## src/common/dip_pkg.sv

```systemverilog
// Constants for the discrete indicator point map.
// Assumes one loop instance per block; loop number and base channel are parameters.
`default_nettype none
package dip_pkg;
    localparam int DIP_POINTS = 16;
    // Coil numbers for loop 1; each further loop adds the stride
    localparam logic [15:0] DIP_COIL_IN_BASE = 16'h0128;      // 296
    localparam logic [15:0] DIP_COIL_STAT_BASE = 16'h0138;    // 312
    localparam logic [15:0] DIP_COIL_OUT_BASE = 16'h0148;     // 328
    localparam logic [15:0] DIP_COIL_LOOP_STRIDE = 16'h0030;  // 48
    localparam logic [15:0] DIP_COIL_BTN_BASE = 16'h21FD;     // 8701
    localparam logic [15:0] DIP_COIL_BTN_STRIDE = 16'h0010;   // 16
    localparam logic [15:0] DIP_COIL_BTN_SPAN = 16'h0010;     // 2 buttons + 14 spares
    localparam logic [15:0] DIP_BTN_COUNT = 16'h0002;
    // Channel offsets from the loop base channel; parameter number of all words
    localparam logic [15:0] DIP_CH_INPUT = 16'h0000;
    localparam logic [15:0] DIP_CH_STATUS = 16'h0001;
    localparam logic [15:0] DIP_CH_OUTPUT = 16'h0002;
    localparam logic [15:0] DIP_CH_BUTTON = 16'h0003;
    localparam logic [7:0] DIP_WORD_PARAM = 8'h01;
    // Values after reset
    localparam logic [15:0] DIP_STATUS_RST = 16'hFFFF;   // All points in auto
    localparam logic [15:0] DIP_OUTPUT_RST = 16'h0000;
    localparam logic [15:0] DIP_INPUT_RST = 16'h0000;

    typedef enum logic [2:0] {
        DIP_RGN_NONE,
        DIP_RGN_INPUT,
        DIP_RGN_STATUS,
        DIP_RGN_OUTPUT,
        DIP_RGN_BUTTON,
        DIP_RGN_SPARE
    } dip_region_t;
endpackage
`default_nettype wire

```

## src/hdl/dip_point_map.sv

```systemverilog
// Point map of a sixteen-point discrete indicator loop: coils and packed words.
// Assumes requests come from same-clock logic as one-cycle strobes; pins are async.
`default_nettype none
module dip_point_map
    import dip_pkg::*;
#(
    parameter int LOOP_NUM = 1,
    parameter logic [15:0] BASE_CHAN = 16'h0000
) (
    input wire logic mclk,
    input wire logic rst_n,
    input wire logic ce,
    input wire logic scanTick,
    input wire logic [15:0] pinDiscIn,
    input wire logic [1:0] pinPanelBtn,
    input wire logic [1:0] btnSustained,
    input wire logic reqValid,
    input wire logic reqWord,
    input wire logic reqWrite,
    input wire logic [15:0] reqAddr,
    input wire logic [7:0] reqParam,
    input wire logic [15:0] reqWdata,
    output logic rspValid,
    output logic rspErr,
    output logic [15:0] rspData,
    output logic [15:0] pointOutput,
    output logic [15:0] pointAuto,
    output logic [1:0] buttonSwitch
);
    localparam logic [15:0] LOOP_IDX = 16'(LOOP_NUM - 1);
    localparam logic [15:0] COIL_OFS = 16'(LOOP_IDX * DIP_COIL_LOOP_STRIDE);
    localparam logic [15:0] BTN_OFS = 16'(LOOP_IDX * DIP_COIL_BTN_STRIDE);
    localparam logic [15:0] IN_COIL = 16'(DIP_COIL_IN_BASE + COIL_OFS);
    localparam logic [15:0] STAT_COIL = 16'(DIP_COIL_STAT_BASE + COIL_OFS);
    localparam logic [15:0] OUT_COIL = 16'(DIP_COIL_OUT_BASE + COIL_OFS);
    localparam logic [15:0] BTN_COIL = 16'(DIP_COIL_BTN_BASE + BTN_OFS);

    logic [15:0] discSync;
    logic [1:0] panelSync;
    logic [15:0] inputVal_ff;
    logic [15:0] status_ff;
    logic [15:0] output_ff;
    logic [1:0] panelPrev_ff;
    logic rspValid_ff;
    logic rspErr_ff;
    logic [15:0] rspData_ff;
    logic [1:0] btnState;

    logic [15:0] nxt_status;
    logic [15:0] nxt_output;
    logic [1:0] simPress;
    logic [1:0] press;
    logic [1:0] panelEdge;
    logic [15:0] nxt_rdata;
    logic nxt_err;
    logic [6:0] coilDec;
    dip_region_t coilRgn;
    logic [3:0] coilIdx;
    logic [15:0] wordSel;

    // Span test in 17 bits so a high loop number cannot wrap the upper bound
    function automatic logic dip_in_span(input logic [15:0] coil, input logic [15:0] base,
                                         input logic [15:0] span);
        return (coil >= base) && (17'(coil) < 17'(base) + 17'(span));
    endfunction

    // Region and bit index of a coil number; shared by reads and writes
    function automatic logic [6:0] dip_coil_decode(input logic [15:0] coil);
        logic [15:0] ofs;
        ofs = 16'h0000;
        if (dip_in_span(coil, IN_COIL, 16'h0010)) begin
            ofs = 16'(coil - IN_COIL);
            return {DIP_RGN_INPUT, ofs[3:0]};
        end else if (dip_in_span(coil, STAT_COIL, 16'h0010)) begin
            ofs = 16'(coil - STAT_COIL);
            return {DIP_RGN_STATUS, ofs[3:0]};
        end else if (dip_in_span(coil, OUT_COIL, 16'h0010)) begin
            ofs = 16'(coil - OUT_COIL);
            return {DIP_RGN_OUTPUT, ofs[3:0]};
        end else if (dip_in_span(coil, BTN_COIL, DIP_COIL_BTN_SPAN)) begin
            ofs = 16'(coil - BTN_COIL);
            if (ofs < DIP_BTN_COUNT) begin
                return {DIP_RGN_BUTTON, ofs[3:0]};
            end
            return {DIP_RGN_SPARE, ofs[3:0]};
        end
        return {DIP_RGN_NONE, 4'h0};
    endfunction

    // One-hot word select by channel offset; zero if not a mapped word
    function automatic logic [15:0] dip_word_decode(input logic [15:0] chan,
                                                    input logic [7:0] param);
        logic [15:0] sel;
        sel = 16'h0000;
        if (param == DIP_WORD_PARAM && chan >= BASE_CHAN) begin
            case (16'(chan - BASE_CHAN))
                DIP_CH_INPUT: sel = 16'h0001;
                DIP_CH_STATUS: sel = 16'h0002;
                DIP_CH_OUTPUT: sel = 16'h0004;
                DIP_CH_BUTTON: sel = 16'h0008;
                default: sel = 16'h0000;
            endcase
        end
        return sel;
    endfunction

    dip_sync #(
        .WIDTH(16)
    ) u_disc_sync (
        .mclk(mclk),
        .rst_n(rst_n),
        .ce(ce),
        .pinIn(pinDiscIn),
        .syncOut(discSync)
    );

    dip_sync #(
        .WIDTH(2)
    ) u_panel_sync (
        .mclk(mclk),
        .rst_n(rst_n),
        .ce(ce),
        .pinIn(pinPanelBtn),
        .syncOut(panelSync)
    );

    // Region field is cast back to its enum type; the index is the low nibble
    always_comb begin
        coilDec = dip_coil_decode(reqAddr);
        coilRgn = dip_region_t'(coilDec[6:4]);
        coilIdx = coilDec[3:0];
        wordSel = dip_word_decode(reqAddr, reqParam);
    end

    // Inputs are the values seen at the last scan, as the controller would report
    always_ff @(posedge mclk or negedge rst_n) begin
        if (!rst_n) begin
            inputVal_ff <= DIP_INPUT_RST;
        end else if (ce && scanTick) begin
            inputVal_ff <= discSync;
        end
    end

    // Writes act only in the single request cycle, so a held value never re-fires
    always_comb begin
        nxt_status = status_ff;
        nxt_output = output_ff;
        if (reqValid && reqWrite) begin
            if (reqWord) begin
                if (wordSel[1]) begin
                    nxt_status = status_ff ^ reqWdata;
                end
                if (wordSel[2]) begin
                    nxt_output = reqWdata;
                end
            end else begin
                case (coilRgn)
                    DIP_RGN_STATUS: begin
                        if (reqWdata[0]) begin
                            nxt_status[coilIdx] = ~status_ff[coilIdx];
                        end
                    end
                    DIP_RGN_OUTPUT: begin
                        nxt_output[coilIdx] = reqWdata[0];
                    end
                    // Input and spare coils take writes with no effect
                    default: begin
                        nxt_output = output_ff;
                    end
                endcase
            end
        end
    end

    // Simulated presses last only the request cycle; the buttons see a pulse
    always_comb begin
        simPress = 2'b00;
        if (reqValid && reqWrite) begin
            if (reqWord) begin
                if (wordSel[3]) begin
                    simPress = reqWdata[1:0];
                end
            end else if (coilRgn == DIP_RGN_BUTTON) begin
                simPress[coilIdx[0]] = reqWdata[0];
            end
        end
    end

    always_ff @(posedge mclk or negedge rst_n) begin
        if (!rst_n) begin
            status_ff <= DIP_STATUS_RST;
        end else if (ce) begin
            status_ff <= nxt_status;
        end
    end

    always_ff @(posedge mclk or negedge rst_n) begin
        if (!rst_n) begin
            output_ff <= DIP_OUTPUT_RST;
        end else if (ce) begin
            output_ff <= nxt_output;
        end
    end

    // Panel presses count on the rising edge so a held button fires once
    always_ff @(posedge mclk or negedge rst_n) begin
        if (!rst_n) begin
            panelPrev_ff <= 2'b00;
        end else if (ce) begin
            panelPrev_ff <= panelSync;
        end
    end

    assign panelEdge = panelSync & ~panelPrev_ff;
    assign press = simPress | panelEdge;

    for (genvar b = 0; b < 2; b++) begin : g_btn
        dip_button u_btn (
            .mclk(mclk),
            .rst_n(rst_n),
            .ce(ce),
            .sustained(btnSustained[b]),
            .press(press[b]),
            .scanTick(scanTick),
            .switchOn(btnState[b])
        );
    end

    // Read data; writes also return the value as it stood before the write
    always_comb begin
        nxt_rdata = 16'h0000;
        nxt_err = 1'b0;
        if (reqWord) begin
            case (wordSel)
                16'h0001: nxt_rdata = inputVal_ff;
                16'h0002: nxt_rdata = status_ff;
                16'h0004: nxt_rdata = output_ff;
                16'h0008: nxt_rdata = {14'h0000, btnState};
                default: nxt_err = 1'b1;
            endcase
        end else begin
            case (coilRgn)
                DIP_RGN_INPUT: nxt_rdata = {15'h0000, inputVal_ff[coilIdx]};
                DIP_RGN_STATUS: nxt_rdata = {15'h0000, status_ff[coilIdx]};
                DIP_RGN_OUTPUT: nxt_rdata = {15'h0000, output_ff[coilIdx]};
                DIP_RGN_BUTTON: nxt_rdata = {15'h0000, btnState[coilIdx[0]]};
                DIP_RGN_SPARE: nxt_rdata = 16'h0000;
                default: nxt_err = 1'b1;
            endcase
        end
    end

    // Answer strobe follows every taken request by one cycle
    always_ff @(posedge mclk or negedge rst_n) begin
        if (!rst_n) begin
            rspValid_ff <= 1'b0;
        end else if (ce) begin
            rspValid_ff <= reqValid;
        end
    end

    // Error and data stand until the next taken request
    always_ff @(posedge mclk or negedge rst_n) begin
        if (!rst_n) begin
            rspErr_ff <= 1'b0;
        end else if (ce && reqValid) begin
            rspErr_ff <= nxt_err;
        end
    end

    always_ff @(posedge mclk or negedge rst_n) begin
        if (!rst_n) begin
            rspData_ff <= 16'h0000;
        end else if (ce && reqValid) begin
            rspData_ff <= nxt_rdata;
        end
    end

    assign rspValid = rspValid_ff;
    assign rspErr = rspErr_ff;
    assign rspData = rspData_ff;
    assign pointOutput = output_ff;
    assign pointAuto = status_ff;
    assign buttonSwitch = btnState;
endmodule
`default_nettype wire

```

## src/hdl/dip_sync.sv

```systemverilog
// Two-stage synchroniser for a group of pin inputs.
// Assumes the pins are asynchronous to mclk; only stage two is read outside.
`default_nettype none
module dip_sync #(
    parameter int WIDTH = 16
) (
    input wire logic mclk,
    input wire logic rst_n,
    input wire logic ce,
    input wire logic [WIDTH-1:0] pinIn,
    output logic [WIDTH-1:0] syncOut
);
    logic [WIDTH-1:0] meta_ff;
    logic [WIDTH-1:0] sync_ff;

    always_ff @(posedge mclk or negedge rst_n) begin
        if (!rst_n) begin
            meta_ff <= '0;
            sync_ff <= '0;
        end else if (ce) begin
            meta_ff <= pinIn;
            sync_ff <= meta_ff;
        end
    end

    assign syncOut = sync_ff;
endmodule
`default_nettype wire

```

## src/hdl/dip_button.sv

```systemverilog
// One pushbutton switch: sustained or momentary action.
// Assumes press is a one-cycle pulse and scanTick marks controller scan starts.
`default_nettype none
module dip_button (
    input wire logic mclk,
    input wire logic rst_n,
    input wire logic ce,
    input wire logic sustained,
    input wire logic press,
    input wire logic scanTick,
    output logic switchOn
);
    logic switch_ff;
    logic pending_ff;

    // Momentary press waits for the next scan so the closure spans one whole scan
    always_ff @(posedge mclk or negedge rst_n) begin
        if (!rst_n) begin
            pending_ff <= 1'b0;
        end else if (ce) begin
            if (sustained) begin
                pending_ff <= 1'b0;
            end else if (press) begin
                pending_ff <= 1'b1;
            end else if (scanTick) begin
                pending_ff <= 1'b0;
            end
        end
    end

    always_ff @(posedge mclk or negedge rst_n) begin
        if (!rst_n) begin
            switch_ff <= 1'b0;
        end else if (ce) begin
            if (sustained) begin
                if (press) begin
                    switch_ff <= ~switch_ff;
                end
            end else if (scanTick) begin
                switch_ff <= pending_ff;
            end
        end
    end

    assign switchOn = switch_ff;
endmodule
`default_nettype wire

```

## config.mk

```make
export PLATFORM = sky130hd
export DESIGN_NAME = dip_point_map
export DESIGN_NICKNAME = d
export VERILOG_FILES = /design/src/common/dip_pkg.sv /design/src/hdl/dip_point_map.sv /design/src/hdl/dip_sync.sv /design/src/hdl/dip_button.sv
export SDC_FILE = /design/constraint.sdc
export NUM_CORES = 1
export LEC_CHECK = 0
export ABC_AREA = 1
export BUFFER_PORTS_ARGS = -buffer_cell sky130_fd_sc_hd__buf_2
export CORE_UTILIZATION = 40
export CTS_BUF_LIST = sky130_fd_sc_hd__clkbuf_2 sky130_fd_sc_hd__clkbuf_4 sky130_fd_sc_hd__clkbuf_8
export DETAILED_ROUTE_END_ITERATION = 12
export PLACE_DENSITY_LB_ADDON = 0.08
export SYNTH_ARGS = -nofsm -noshare
export SYNTH_HDL_FRONTEND = slang
export SYNTH_SLANG_ARGS = --single-unit
```

## constraint.sdc

```tcl
create_clock -name mclk -period 2.4 [get_ports mclk]
set_input_delay 0 -clock mclk [delete_from_list [all_inputs] [get_ports mclk]]
set_output_delay 0 -clock mclk [all_outputs]
set_load 0.1 [all_outputs]
```

# Yosys cells after proc, flatten, opt, wreduce, memory -nomap -nowiden

Cells that the tools add are included.

Register bits: 108
Bits of input ports: 67
Output and inout bits: 52
Word-level logic and storage cells: 144

Add/sub/neg operators: 4
$lt $le $gt $ge: 14
Equality and inequality tests: 17
Multiplexer cells: 60
Bitwise gates (word level): 8
Reduce and logical (&&, ||, !) cells: 26

Operator list:

| operator               | count |
|---|---|
| $mux 16                | 8 |
| $pmux 16 s4            | 1 |
| $mux 7                 | 7 |
| $eq 16x2->1 const B    | 3 |
| $ge 16x9->1 const B    | 3 |
| $lt 16x9->1 const B    | 3 |
| $bwmux 16              | 2 |
| $eq 16x1->1 const B    | 2 |
| $mux 1                 | 30 |
| $eq 16x3->1 const B    | 1 |
| $eq 16x4->1 const B    | 1 |
| $ge 16x1->1 const B    | 1 |
| $ge 16x14->1 const B   | 1 |
| $logic_not 16->1       | 1 |
| $lt 16x14->1 const B   | 1 |
| $lt 16x2->1 const B    | 1 |
| $pmux 4 s4             | 1 |
| $sub 16x14->16 const B | 1 |
| $xor 16x16->16         | 1 |
| $bmux 1 s4             | 3 |
| $sub 4x4->4 const B    | 3 |
| $logic_and 1x1->1      | 10 |
| $reduce_bool 2->1      | 5 |
| $eq 8x1->1 const B     | 1 |
| other kinds (24)       | 38 |

# Logic depth before layout (Yosys ltp)

Gate-level depths: netlist of run 1.

Depth after elaboration: 24
Depth in mapped cells: 22
Depth with buffers taken out: 20

# Hierarchy

Synthesis of run 1 repeated with hierarchy kept, for this count alone.

Cells, all modules: 978
Area, all modules: 7,079.3 um^2

By module, submodules not included:

| module                  | instances | cells each | area each (um^2) |
|---|---|---|---|
| dip_point_map           | 1         | 785        | 5,382.7 |
| dip_sync (u_disc_sync)  | 1         | 136        | 1,295.0 |
| dip_button              | 2         | 20         | 126.4 |
| dip_sync (u_panel_sync) | 1         | 17         | 148.9 |

# Worst setup path before layout of run 1

Ideal clock, no wire load.

Path kind: input to register
From: in reqAddr[0]
To: reg status_ff[13] (netlist: pointAuto[13])
Setup time: 81 ps
Arrival time: 1,997 ps
Data required time: 2,319 ps
Setup slack: 322 ps
Cell stages on the path: 17
Buffers on the path: 1
Cells stage by stage: inv_1 > ha_1 > inv_1 > nand3_1 > nor3_1 > nand2_1 > o22ai_1 > xor2_1 > nor3_1 > nand4_1 > nand2_1 > nand3_1 > nand2_1 > buf_4 > nand3_1 > nor2_1 > a21oi_1

Word-level cells in the longest chain between the ends: 21

Ends and longest elaborated chain:

| what                                                                  | RTL line             | RTL |
|---|---|---|
| from (decl)                                                           | dip_point_map.sv:20  | `input wire logic [15:0] reqAddr,` |
| $sub 16x14->16                                                        | dip_point_map.sv:81  | `ofs = 16'(coil - BTN_COIL);` |
| $lt 16x2->1                                                           | dip_point_map.sv:82  | `if (ofs < DIP_BTN_COUNT) begin` |
| $mux 1                                                                | dip_point_map.sv:82  |  |
| $mux 1                                                                | dip_point_map.sv:80  | `end else if (dip_in_span(coil, BTN_COIL, DIP_COIL_BTN_SPAN)) begin` |
| $mux 1                                                                | dip_point_map.sv:77  | `end else if (dip_in_span(coil, OUT_COIL, 16'h0010)) begin` |
| $mux 1                                                                | dip_point_map.sv:74  | `end else if (dip_in_span(coil, STAT_COIL, 16'h0010)) begin` |
| $mux 1                                                                | dip_point_map.sv:71  | `if (dip_in_span(coil, IN_COIL, 16'h0010)) begin` |
| $mux 7                                                                | dip_point_map.sv:85  | `return {DIP_RGN_SPARE, ofs[3:0]};` |
| [... 5 more ...]                                                      | --                   |  |
| $lt 4x5->1 (implied by the code) / $ge 4x1->1 (equally long branches) | dip_point_map.sv:160 | `nxt_status[coilIdx] = ~status_ff[coilIdx];` |
| $logic_and 1x1->1 (implied by the code)                               | dip_point_map.sv:160 |  |
| $mux 1 (implied by the code)                                          | dip_point_map.sv:160 |  |
| $demux 1 s4                                                           | dip_point_map.sv:160 |  |
| $bwmux 16                                                             | dip_point_map.sv:160 |  |
| $mux 16                                                               | dip_point_map.sv:159 | `if (reqWdata[0]) begin` |
| $mux 16                                                               | dip_point_map.sv:157 | `case (coilRgn)` |
| $mux 16                                                               | dip_point_map.sv:149 | `if (reqWord) begin` |
| to (signal assigned)                                                  | dip_point_map.sv:193 | `status_ff <= nxt_status;` |
| to (decl)                                                             | dip_point_map.sv:41  | `logic [15:0] status_ff;` |

Several ways; a longest one is shown, not always the timed one. The select of a mux whose other input is x is not followed.
A chain may end at the register's enable or synchronous reset.

# Worst setup path in the final report of run 1

From: in reqAddr[1]
To: reg rspData_ff[0] (netlist: rspData[0])

Word-level cells in the longest chain between the ends: 17

Ends and longest elaborated chain:

| what                                     | RTL line             | RTL |
|---|---|---|
| $sub 16x14->16                           | dip_point_map.sv:81  |  |
| $lt 16x2->1                              | dip_point_map.sv:82  |  |
| $mux 1                                   | dip_point_map.sv:82  |  |
| $mux 1                                   | dip_point_map.sv:80  |  |
| $mux 1                                   | dip_point_map.sv:77  |  |
| $mux 1                                   | dip_point_map.sv:74  |  |
| $mux 1                                   | dip_point_map.sv:71  |  |
| $mux 7                                   | dip_point_map.sv:85  |  |
| $mux 7                                   | dip_point_map.sv:80  |  |
| $mux 7                                   | dip_point_map.sv:77  |  |
| $mux 7                                   | dip_point_map.sv:74  |  |
| $mux 7                                   | dip_point_map.sv:71  |  |
| $mux 7                                   | dip_point_map.sv:87  | `return {DIP_RGN_NONE, 4'h0};` |
| $bmux 1 s4, or another cell as far along | dip_point_map.sv:245 | `DIP_RGN_OUTPUT: nxt_rdata = {15'h0000, output_ff[coilIdx]};` |
| $mux 1 (on tied branches)                | --                   |  |
| $pmux 1 s4                               | dip_point_map.sv:242 | `case (coilRgn)` |
| $mux 16 *                                | dip_point_map.sv:233 | `if (reqWord) begin` |
| to (signal assigned)                     | dip_point_map.sv:275 | `rspData_ff <= nxt_rdata;` |
| to (decl)                                | dip_point_map.sv:46  | `logic [15:0] rspData_ff;` |

Every way passes the cells marked *; elsewhere a longest branch is shown, timed or not. The select of a mux whose other input is x is not followed.

==> results.md, run 1 <==
- Syn nets: 1081
- Starting Density: 0.415
- Number of synthesized flops with an enable pin: 0
- Remaining DRCs: 0
- Top FF cell, synth: dfrtp_1
- Crit path required time: 2700 ps
- First-pass GRT wire length: 34800 um
- Crit-path max cell delay: 260 ps
- Overall routing resource usage: 0.247
- Final hold violation count: 0
- Netlist Area Pre-Place: 0.00695 mm2
- Relative slew slack: 0.658
- Hold path startpoint: scanTick
- Pre-CTS setup slack: -121 ps
- R2R setup slack: 920 ps
- Die W: 134 um
- Clock Skews: 15.7 ps
- Clock latency on the worst-skew pair: 400 ps
- Initial antenna violation count: 0
- Post-layout nets: 1244
- Max Slew Vio Count: 0
- Commonest non-fill, non-tap cells in the layout: 270 x nand2_1, 117 x buf_2, 113 x inv_1, 110 x nor2_1, 93 x o21ai_0
- CP max-delay cell: nand2_1
- Yosys top cell by area: dfrtp_1
- CP Max Fanout: 15
- Unrepaired setup endpoints after global routing: false
- Crit path max-delay family: simple AND/OR/NAND/NOR gates
- Setup Viol. Count Final: 0
- DIE AREA: 0.0179 mm2
- Peak VDD IR: 475 uV
- Layout cell share with drive strength beyond 1: 0.188
- Die height: 134 um
- Cell mode on critical path: nand2_1
- Grt ovf: 0
- PnR worst setup slack: 289 ps
- Crit path DAT: 2410 ps
- Syn-to-layout area delta: 22.3%
- Avg Synthesized Cell Area: 6.89 um2
- Input/output buffers: 118
- Final period utilization: 0.880
- Crit path cell chain: buf_2, inv_1, ha_1, inv_1, nand3_1, nand4_1, nand2_1, nand3_1, nand4_1, nand2_4, buf_4, nand2_1, o22ai_1, o21ai_0, nand2_1, nor2_1, nor2_1, nand2_1, nand2_1, a21oi_1
- Final WL: 21300 um
- Number of DRC markers in iteration 0: 599
- N_diodes: 0
- Setup CP Type: in2reg
- RR Endpoint: rspData[0]
- Worst r2r src: pointAuto[13]
- Final Critical Period: 2110 ps
- Most common cell after layout, fill and taps aside: nand2_1
- CTS tree: built
- Vias/cell: 5.07
- Core Area: 0.0168 mm2
- Worst Hold Class: in2reg
- Max Cap Viol: 0
- Post-synthesis async set-or-reset flop share: 1.00
- Clock-pin slew on the worst setup and hold paths: 110 ps
- Post-Syn Instances: 1009
- Pin count of the biggest net entering global routing: 61
- Leading post-synthesis cells by cell area: dfrtp_1 33%, nand2_1 15%, o21ai_0 6.7%, nand3_1 6.4%, inv_1 6.1%
- Synth cell types: 41
- Worst reg2reg path depth: 10
- Clock Tree Root: clkbuf_8
- Crit path from: reqAddr[1]
- Hold Path Sink: g_btn[0].u_btn.pending_ff
- CP bufs+invs: 4
- RePlAce Congestion: 0.878
- PwrDens: 536 mW/mm2
- ANT nets after route: 0
- Post-CTS setup buffer count: 0
- Synth top area share: 0.331
- Lkg Pwr: 4.37 nW
- FF+latch count, synth: 108
- Post-layout util: 0.507
- CTS Buffer Depth: 2
- TritonRoute pass-1 iters: 7
- Vias: 7084
- Vias in the first global route: 6777
- # rows: 47
- TritonCTS Sinks: 108
- WL/cell: 15.3 um
- Worst slew pin tran: 513 ps
- Max Clk Rate: 0.474 GHz
- Post-DP HPWL: 15900 um
- Worst setup EP type: flip-flop
- Htree depth: 3
- Yosys Warn Count: 0
- Sequential element share of the synthesized area: 0.392
- Status: finished clean
- Worst Setup Start Kind: input pin
- Cell total after placement: 1344
- TritonCTS Buffers: 9
- Final std cells w/o fill: 1397
- Hold Path Cell Cnt: 4
- IO Pins: 119
worst max-delay path by stage:
stage,end,depth (start not counted)
after floorplan,pointAuto[13],17
after global placement,rspData[0],20
after detailed placement,rspData[0],21
after CTS,rspData[0],21
after global routing,rspData[0],20
final,rspData[0],20
registers in the layout, indices dropped and copies added, names as in the netlist:
| name | flops |
|---|---|
| u_disc_sync.meta_ff | 16 |
| g_btn.u_btn.pending_ff | 2 |
| pointOutput | 16 |
| u_panel_sync.syncOut | 2 |
| g_btn.u_btn.switchOn | 2 |
| rspValid | 1 |
| rspErr | 1 |
| panelPrev_ff | 2 |
| inputVal_ff | 16 |
| u_disc_sync.syncOut | 16 |
| rspData | 16 |
| u_panel_sync.meta_ff | 2 |
| pointAuto | 16 |
synthesized netlist by cell type, types with 2 or more instances:
cell type  instances
a21oi_1           63
o21ai_1            6
nor3_1             4
xor2_1             7
o21ai_0           93
buf_2              6
dfstp_2           16
o31ai_1           13
ha_1               5
nand3_1           89
inv_1            113
nand2_2            4
nor2_1           110
nand2_1          270
nand4_1           12
a221oi_1           4
dfrtp_1           92
nor2_4             5
nor3b_1            3
inv_2              7
xnor2_1           13
buf_6              4
a22o_1             5
buf_4              5
o22ai_1            7
buf_1              2
or2_2              2
nor4_1             5
nand4_2            2
clkbuf_1          26
nand2_4            3
a22oi_2            2
nor2_2             3
metal layers:
layer  up-vias  wire (um)  track usage
met5         -          0            0
met4         0        208       0.0511
met3        17       1030       0.0382
met2       208       9690        0.398
met1      3265      10400        0.350
li1       3594          -            -
cell families (layout without fill, tap and decap cells):
| logic type | after synthesis | in the layout | share of synthesized area |
|---|---|---|---|
| buffers and inverters | 164 | 332 | 0.0967 |
| xor gates and xnor gates | 20 | 20 | 0.0252 |
| and+or+nand+nor | 517 | 517 | 0.323 |
| adders and majority gates | 5 | 5 | 0.00900 |
| AOI/OAI and AO/OA | 195 | 195 | 0.154 |
| DFF | 108 | 108 | 0.392 |
report_power, final:
group          leakage [nW]  internal (mW)  switching (mW)  total (mW)
sequential             1.34           1.99           0.147        2.14
combinational          2.93          0.314           0.931        1.25
clock                 0.100          0.437           0.727        1.16
area by class of cell:
type / instances / area, um2
clock buffers: 10 / 138
clock inverters: 6 / 63.8
fillers: 1748 / 8260
inverters: 121 / 454
multi-input cells: 737 / 3560
flip-flops and latches: 108 / 2720
well taps: 220 / 275
repair buffers: 195 / 1290
metrics by stage:
step | TNS, ps | hold slack (ps) | power [mW] | cell area [um2]
3_3_place_gp | -152 | 15.5 | 3.37 | 7930
6_report | 0 | 30.7 | 4.55 | 8500
2_1_floorplan | 0 | -296 | 3.02 | 6950
3_5_place_dp | -200 | 10.8 | 3.37 | 7930
5_1_grt | 0 | 75.7 | 4.78 | 8500
4_1_cts | 0 | 8.81 | 4.59 | 8500
worst register-to-register path, stage by stage (launching register included):
cell,delay (ps)
dfstp_2,630
nand3_1,90
nand2_1,70
o21ai_1,70
nand2_1,120
nor2_4,50
nor2_1,80
nor2_1,60
nand2_1,50
nand2_1,50
a21oi_1,130
repair_timing:
action | in CTS | in global routing
setup endpoints to repair | 0 | 0
gates resized for setup | 0 | 0
hold buffers | 37 | 0
hold endpoints to repair | 86 | 0
Power figures use the tool's default switching activity.
==> inputs of run 2 (changes only) <==
- GPL_ROUTABILITY_DRIVEN: unset -> 0
- PLACE_DENSITY: unset -> 0.56
- PLACE_DENSITY_LB_ADDON: 0.08 -> unset
==> run 2 against run 1 <==
Via count grew 0.31%. Die area stayed put. Maximum frequency rose by 1.1%. Routed wire length decreased by 2.1%. Clock-buffer cell count unchanged. Critical path depth did not move. Utilization is 0.18 points higher. Global-route usage is 0.52 points lower. First-iteration DRC count fell by 1.5%. Critical path type unchanged. Critical endpoint unchanged.
==> results.md, run 2 (synthesized netlist as in run 1, its figures left out) <==
- ANT nets after route: 0 (unchanged)
- Unrepaired setup endpoints after global routing: false
- Register Area: 0.00272 mm2 (unchanged)
- Vias: 7106 (+0.31%)
- Cell total after placement: 1339 (-0.37%)
- Pin count of the biggest net entering global routing: 61 (unchanged)
- Number of DRC markers in iteration 0: 590 (-1.5%)
- Final std cells w/o fill: 1395 (-0.14%)
- TritonRoute pass-1 iters: 5 (-2)
- Max Slew Vio Count: 0 (unchanged)
- CP Max Fanout: 15 (unchanged)
- Core Area: 0.0168 mm2 (unchanged)
- Most common cell after layout, fill and taps aside: nand2_1
- Hold Path Cell Cnt: 4 (unchanged)
- Commonest non-fill, non-tap cells in the layout: 269 x nand2_1, 117 x buf_2, 113 x inv_1, 110 x nor2_1
- PnR worst setup slack: 312 ps (+23.2 ps)
- Worst setup EP type: flip-flop
- Peak VDD IR: 451 uV (-5.1%)
- IO Pins: 119 (unchanged)
- Overall routing resource usage: 0.242 (-0.00521)
- Max Cap Viol: 0 (unchanged)
- Final hold violation count: 0 (unchanged)
- Fillers: 1777 (+1.7%)
- Crit path required time: 2720 ps (+20 ps)
- Htree depth: 3 (unchanged)
- PwrDens: 540 mW/mm2 (+0.89%)
- DR WL met2: 9530 um (-1.6%)
- Area of the multi-input gates: 0.00356 mm2 (+0.21%)
- Setup CP Type: in2reg
- Crit path cell chain: buf_2, inv_1, ha_1, inv_1, nand3_1, nand4_1, nand2_1, nand3_1, nand4_1, nand2_4, buf_4, nand2_1, o21ai_0, o21ai_1, nand2_1, nor2_1, nor2_1, nand2_1, nand2_1, a21oi_1
- WL met3: 1200 um (+17%)
- Worst Setup Start Kind: input pin
- # rows: 47 (unchanged)
- Max Clk Rate: 0.479 GHz (+1.1%)
- TritonCTS Sinks: 108 (unchanged)
- Clock Skews: 8.97 ps (-6.73 ps)
- Area after DPL: 0.00790 mm2 (-0.32%)
- Setup Viol. Count Final: 0 (unchanged)
- Layout cell share with drive strength beyond 1: 0.185 (-0.00308)
- Vias in the first global route: 6798 (+0.31%)
- Clock Tree Root: clkbuf_8
- Crit path DAT: 2410 ps (about the same)
- Lkg Pwr: 4.37 nW (about the same)
- Final Total Pwr: 4.61 mW (+1.2%)
- TritonCTS Buffers: 9 (unchanged)
- Worst Hold Class: in2reg
- Pre-CTS setup slack: -160 ps (-39.2 ps)
- Final Critical Period: 2090 ps (-23.2 ps)
- WL/cell: 15.0 um (-2.0%)
- First-pass GRT wire length: 34100 um (-1.9%)
- CTS Buffer Depth: 2 (unchanged)
- Crit-path max cell delay: 250 ps (about the same)
- CTS tree: built
- Worst reg2reg path depth: 10 (unchanged)
- Die height: 134 um (unchanged)
- Cell mode on critical path: nand2_1
- Vias/cell: 5.09 (+0.45%)
- Grt ovf: 0 (unchanged)
- Final WL: 20900 um (-2.1%)
- DIE AREA: 0.0179 mm2 (unchanged)
- Die W: 134 um (unchanged)
- Starting Density: 0.415 (unchanged)
- Input/output buffers: 118 (unchanged)
- Initial antenna violation count: 0 (unchanged)
- Post-layout nets: 1242 (-0.16%)
- N_diodes: 0 (unchanged)
- Wl on met1: 9800 um (-6.0%)
- DR top layer: met4
- Final Instance Area: 0.00853 mm2 (+0.35%)
- Worst slew pin tran: 849 ps (+337 ps)
- Post-DP HPWL: 15500 um (-2.5%)
- Clock-pin slew on the worst setup and hold paths: 100 ps (about the same)
- CP max-delay cell: o21ai_1
- Status: finished clean
- Clock latency on the worst-skew pair: 390 ps (about the same)
- Remaining DRCs: 0 (unchanged)
- Final period utilization: 0.870 (-0.00967)
- Relative slew slack: 0.434 (-0.224)
- Syn-to-layout area delta: 22.7%
[run 2: power by group]
part / switching (mW) / internal [mW] / leakage (nW)
Sequential: 0.145 / 1.99 / 1.34
Clock: 0.694 / 0.532 / 0.110
Combinational: 0.926 / 0.316 / 2.92
Total: 1.77 / 2.84 / 4.37
[run 2: layer usage]
metal / up-vias / global-route usage
li1: 3590 / -
met1: 3270 / 0.335
met2: 216 / 0.387
met3: 30 / 0.0374
met4: 0 / 0.0758
met5: - / 0
[run 2: what timing repair did]
item,in CTS,in global routing
hold buffers,40,0
endpoints found under the setup margin,0,2
resized for setup,0,3
hold endpoints to repair,90,0
setup buffers,0,0
[run 2: final cells by class]
cell class                 count  area share
clock buffer                  10      0.0161
clock inverter                 6     0.00954
inverter                     121      0.0533
multi-input combinational    737       0.418
sequential                   108       0.319
tap                          220      0.0323
timing repair buffer         193       0.152
[run 2: through the flow]
step	hold slack [ps]	setup TNS (ps)	utilization
after floorplan	-296	0	-
after global placement	159	-160	0.471
after detailed placement	151	-383	0.471
after CTS	8.68	0	0.508
after global routing	74.3	0	0.509
final	23.8	0	0.509
[run 2: critical path, delay by kind of cell]
kind,cells,cell delay (ps)
fa+ha+maj,1,200
simple gates,12,1240
compound gates,3,510
buf+inv,4,440
[run 2: final timing paths]
check / slack (ps) / to / startpoint
setup / recovery: 310 / rspData[0] / reqAddr[1]
hold / removal: 20 / g_btn[0].u_btn.pending_ff / scanTick
setup reg to reg: 900 / rspData[0] / pointAuto[13]
hold reg to reg: 480 / u_disc_sync.meta_ff[8] / u_disc_sync.meta_ff[8]
max in group asynchronous: 1410 / u_disc_sync.syncOut[1] / rst_n
min in group asynchronous: 230 / pointOutput[5] / rst_n
==> inputs of run 3 (changes only) <==
==> constraint.sdc (replaced) <==
create_clock -name mclk -period 2.4 [get_ports mclk]
set_input_delay 0.12 -clock mclk [delete_from_list [all_inputs] [get_ports mclk]]
set_output_delay 0.12 -clock mclk [all_outputs]
set_load 0.1 [all_outputs]
==> run 3 against run 2 <==
Power decreased by 1.7%. Largest cell class unchanged. Cell count increased by 0.29%. Highest routed layer unchanged. Largest power group unchanged. Utilization decreased by 0.28 points. Clock skew increased by 1.3 ps. Critical path type unchanged. Via count decreased by 0.30%.
==> results.md, run 3 (synthesized netlist as in run 1, its figures left out) <==
- Clock latency on the worst-skew pair: 400 ps (about the same)
- Cell mode on critical path: nand2_1
- Crit path required time: 2690 ps (-30 ps)
- ANT nets after route: 0 (unchanged)
- DR WL met2: 9510 um (-0.26%)
- TritonCTS Sinks: 108 (unchanged)
- Htree depth: 3 (unchanged)
- Relative slew slack: 0.672 (+0.238)
- Grt ovf: 0 (unchanged)
- Crit path max-delay family: simple AND/OR/NAND/NOR gates
- Final Total Pwr: 4.53 mW (-1.7%)
- Overall routing resource usage: 0.240 (-0.00153)
- CTS tree: built
- IO Pins: 119 (unchanged)
- # rows: 47 (unchanged)
- Max Clk Rate: 0.476 GHz (-0.69%)
- Hold Path Sink: pointOutput[11]
- Worst slew pin tran: 495 ps (-354 ps)
- N_diodes: 0 (unchanged)
- Core Area: 0.0168 mm2 (unchanged)
- Syn-to-layout area delta: 22.0%
- Worst r2r src: pointAuto[4]
- Clock Tree Root: clkbuf_8
- PwrDens: 534 mW/mm2 (-1.1%)
- Post-layout util: 0.506 (-0.00276)
- Status: finished clean
- Crit path cell chain: buf_2, inv_2, nand2_1, nor2_1, nand2_1, nor2_1, nand2_2, nand3_2, nand2_1, nand2_4, buf_4, nand2_1, nor2_1, inv_1, nand2_1, nand2_1, a221oi_1, a21oi_1
- DIE AREA: 0.0179 mm2 (unchanged)
- First-pass GRT wire length: 33800 um (-1.0%)
- Peak VDD IR: 504 uV (+12%)
- Input/output buffers: 118 (unchanged)
- Final period utilization: 0.876 (+0.00605)
- Pre-CTS setup slack: -254 ps (-93.0 ps)
- Lkg Pwr: 4.39 nW (+0.60%)
- Post-layout nets: 1246 (+0.32%)
- CTS Buffer Depth: 2 (unchanged)
- Commonest non-fill, non-tap cells in the layout: 269 x nand2_1, 117 x buf_2, 113 x inv_1, 110 x nor2_1
- Crit-path max cell delay: 230 ps (-20 ps)
- Final Critical Period: 2100 ps (+14.5 ps)
- Initial antenna violation count: 0 (unchanged)
- Setup Viol. Count Final: 0 (unchanged)
- Post-DP HPWL: 15700 um (+1.4%)
- Max Cap Viol: 0 (unchanged)
- TritonRoute pass-1 iters: 6 (+1)
- CP Max Fanout: 13 (-2)
- Final WL: 20800 um (-0.68%)
- Max Slew Vio Count: 0 (unchanged)
- Hold Path Cell Cnt: 3 (-1)
- PnR worst setup slack: 297 ps (-14.5 ps)
- CP max-delay cell: nand2_1
- Most common cell after layout, fill and taps aside: nand2_1
- CP bufs+invs: 4 (unchanged)
- Worst Hold Class: in2reg
- Final Instance Area: 0.00848 mm2 (-0.54%)
- Number of DRC markers in iteration 0: 557 (-5.6%)
- Vias/cell: 5.06 (-0.58%)
- WL met3: 1330 um (+11%)
- Layout cell share with drive strength beyond 1: 0.204 (+0.0189)
- Post-CTS setup buffer count: 0 (unchanged)
- R2R setup slack: 890 ps (about the same)
- WL/cell: 14.8 um (-0.96%)
- Worst reg2reg path depth: 8 (-2)
- Vias: 7085 (-0.30%)
- Remaining DRCs: 0 (unchanged)
- Wl on met1: 9640 um (-1.6%)
- Die W: 134 um (unchanged)
- Clock Skews: 10.2 ps (+1.27 ps)
- Crit path DAT: 2390 ps (-20 ps)
- DR top layer: met4
- Worst setup EP type: flip-flop
- Vias in the first global route: 6663 (-2.0%)
- Clock-pin slew on the worst setup and hold paths: 120 ps (+20 ps)
- Hold path startpoint: reqWdata[11]
- Setup CP Type: in2reg
- TritonCTS Buffers: 9 (unchanged)
- Final hold violation count: 0 (unchanged)
- Area after DPL: 0.00806 mm2 (+2.0%)
- Fillers: 1776 (-0.056%)
- Pin count of the biggest net entering global routing: 44 (-28%)
- Die height: 134 um (unchanged)
- Worst Setup Start Kind: input pin
- Starting Density: 0.415 (unchanged)
- Unrepaired setup endpoints after global routing: false
- RR Endpoint: pointAuto[3]
run 3: changes by cell type in the layout (fill, tap and decap cells not counted):
cell and delta:
nor2_2 +1, dlygate4sd3_1 -19, nor2_4 -1, buf_4 +24, bufinv_16 -1, clkbuf_8 -1
inv_8 +3, buf_12 -1, clkinv_4 -2, clkinv_8 +1
run 3: worst max-delay path by stage:
stage                    start              to  slack (ps)  depth (start not counted)
floorplan           reqAddr[0]   pointAuto[13]         200                         17
global placement    reqAddr[0]      rspData[0]        -220                         20
detailed placement  reqAddr[0]      rspData[0]        -250                         20
CTS                 reqAddr[0]      rspData[0]         180                         20
global route        reqAddr[0]      rspData[0]           3                         20
finish              reqAddr[9]  pointOutput[1]         300                         18
run 3: stage by stage:
step,TNS [ps],instances,hold WS (ps)
floorplan,0,1009,-176
global placement,-606,1362,48.7
detailed placement,-791,1362,49.6
CTS,0,1399,35.9
global route,0,1399,58.8
finish,0,1399,53.4
run 3: area by class of cell:
class,count,area [um2],area share
well taps,220,275,0.0325
multi-input cells,737,3560,0.420
repair buffers,197,1260,0.149
inverters,121,454,0.0535
clock inverters,7,83.8,0.00988
clock buffers,9,124,0.0146
flip-flops and latches,108,2720,0.321
run 3: tightest hold or removal path, delay by kind of cell:
kind | cells | cell delay, ps
buffers and inverters | 1 | 110
AOI/OAI and AO/OA | 2 | 180
run 3: where the power goes:
group,internal (mW),switching [mW],leakage [nW],total [mW]
logic,0.302,0.920,2.95,1.22
clock network,0.425,0.744,0.106,1.17
registers,1.99,0.145,1.34,2.14
total,2.72,1.81,4.39,4.53
run 3: what timing repair did:
action | 4_1_cts | 5_1_grt
hold buffers | 21 | 0
gates resized for setup | 0 | 2
endpoints found under the hold margin | 78 | 0
endpoints found under the setup margin | 0 | 1
run 3: per-layer routing:
layer  up-vias  GRT usage
met1      3229      0.334
met3        24     0.0370
li1       3601          -
met2       231      0.390
met5         -          0
met4         0     0.0600
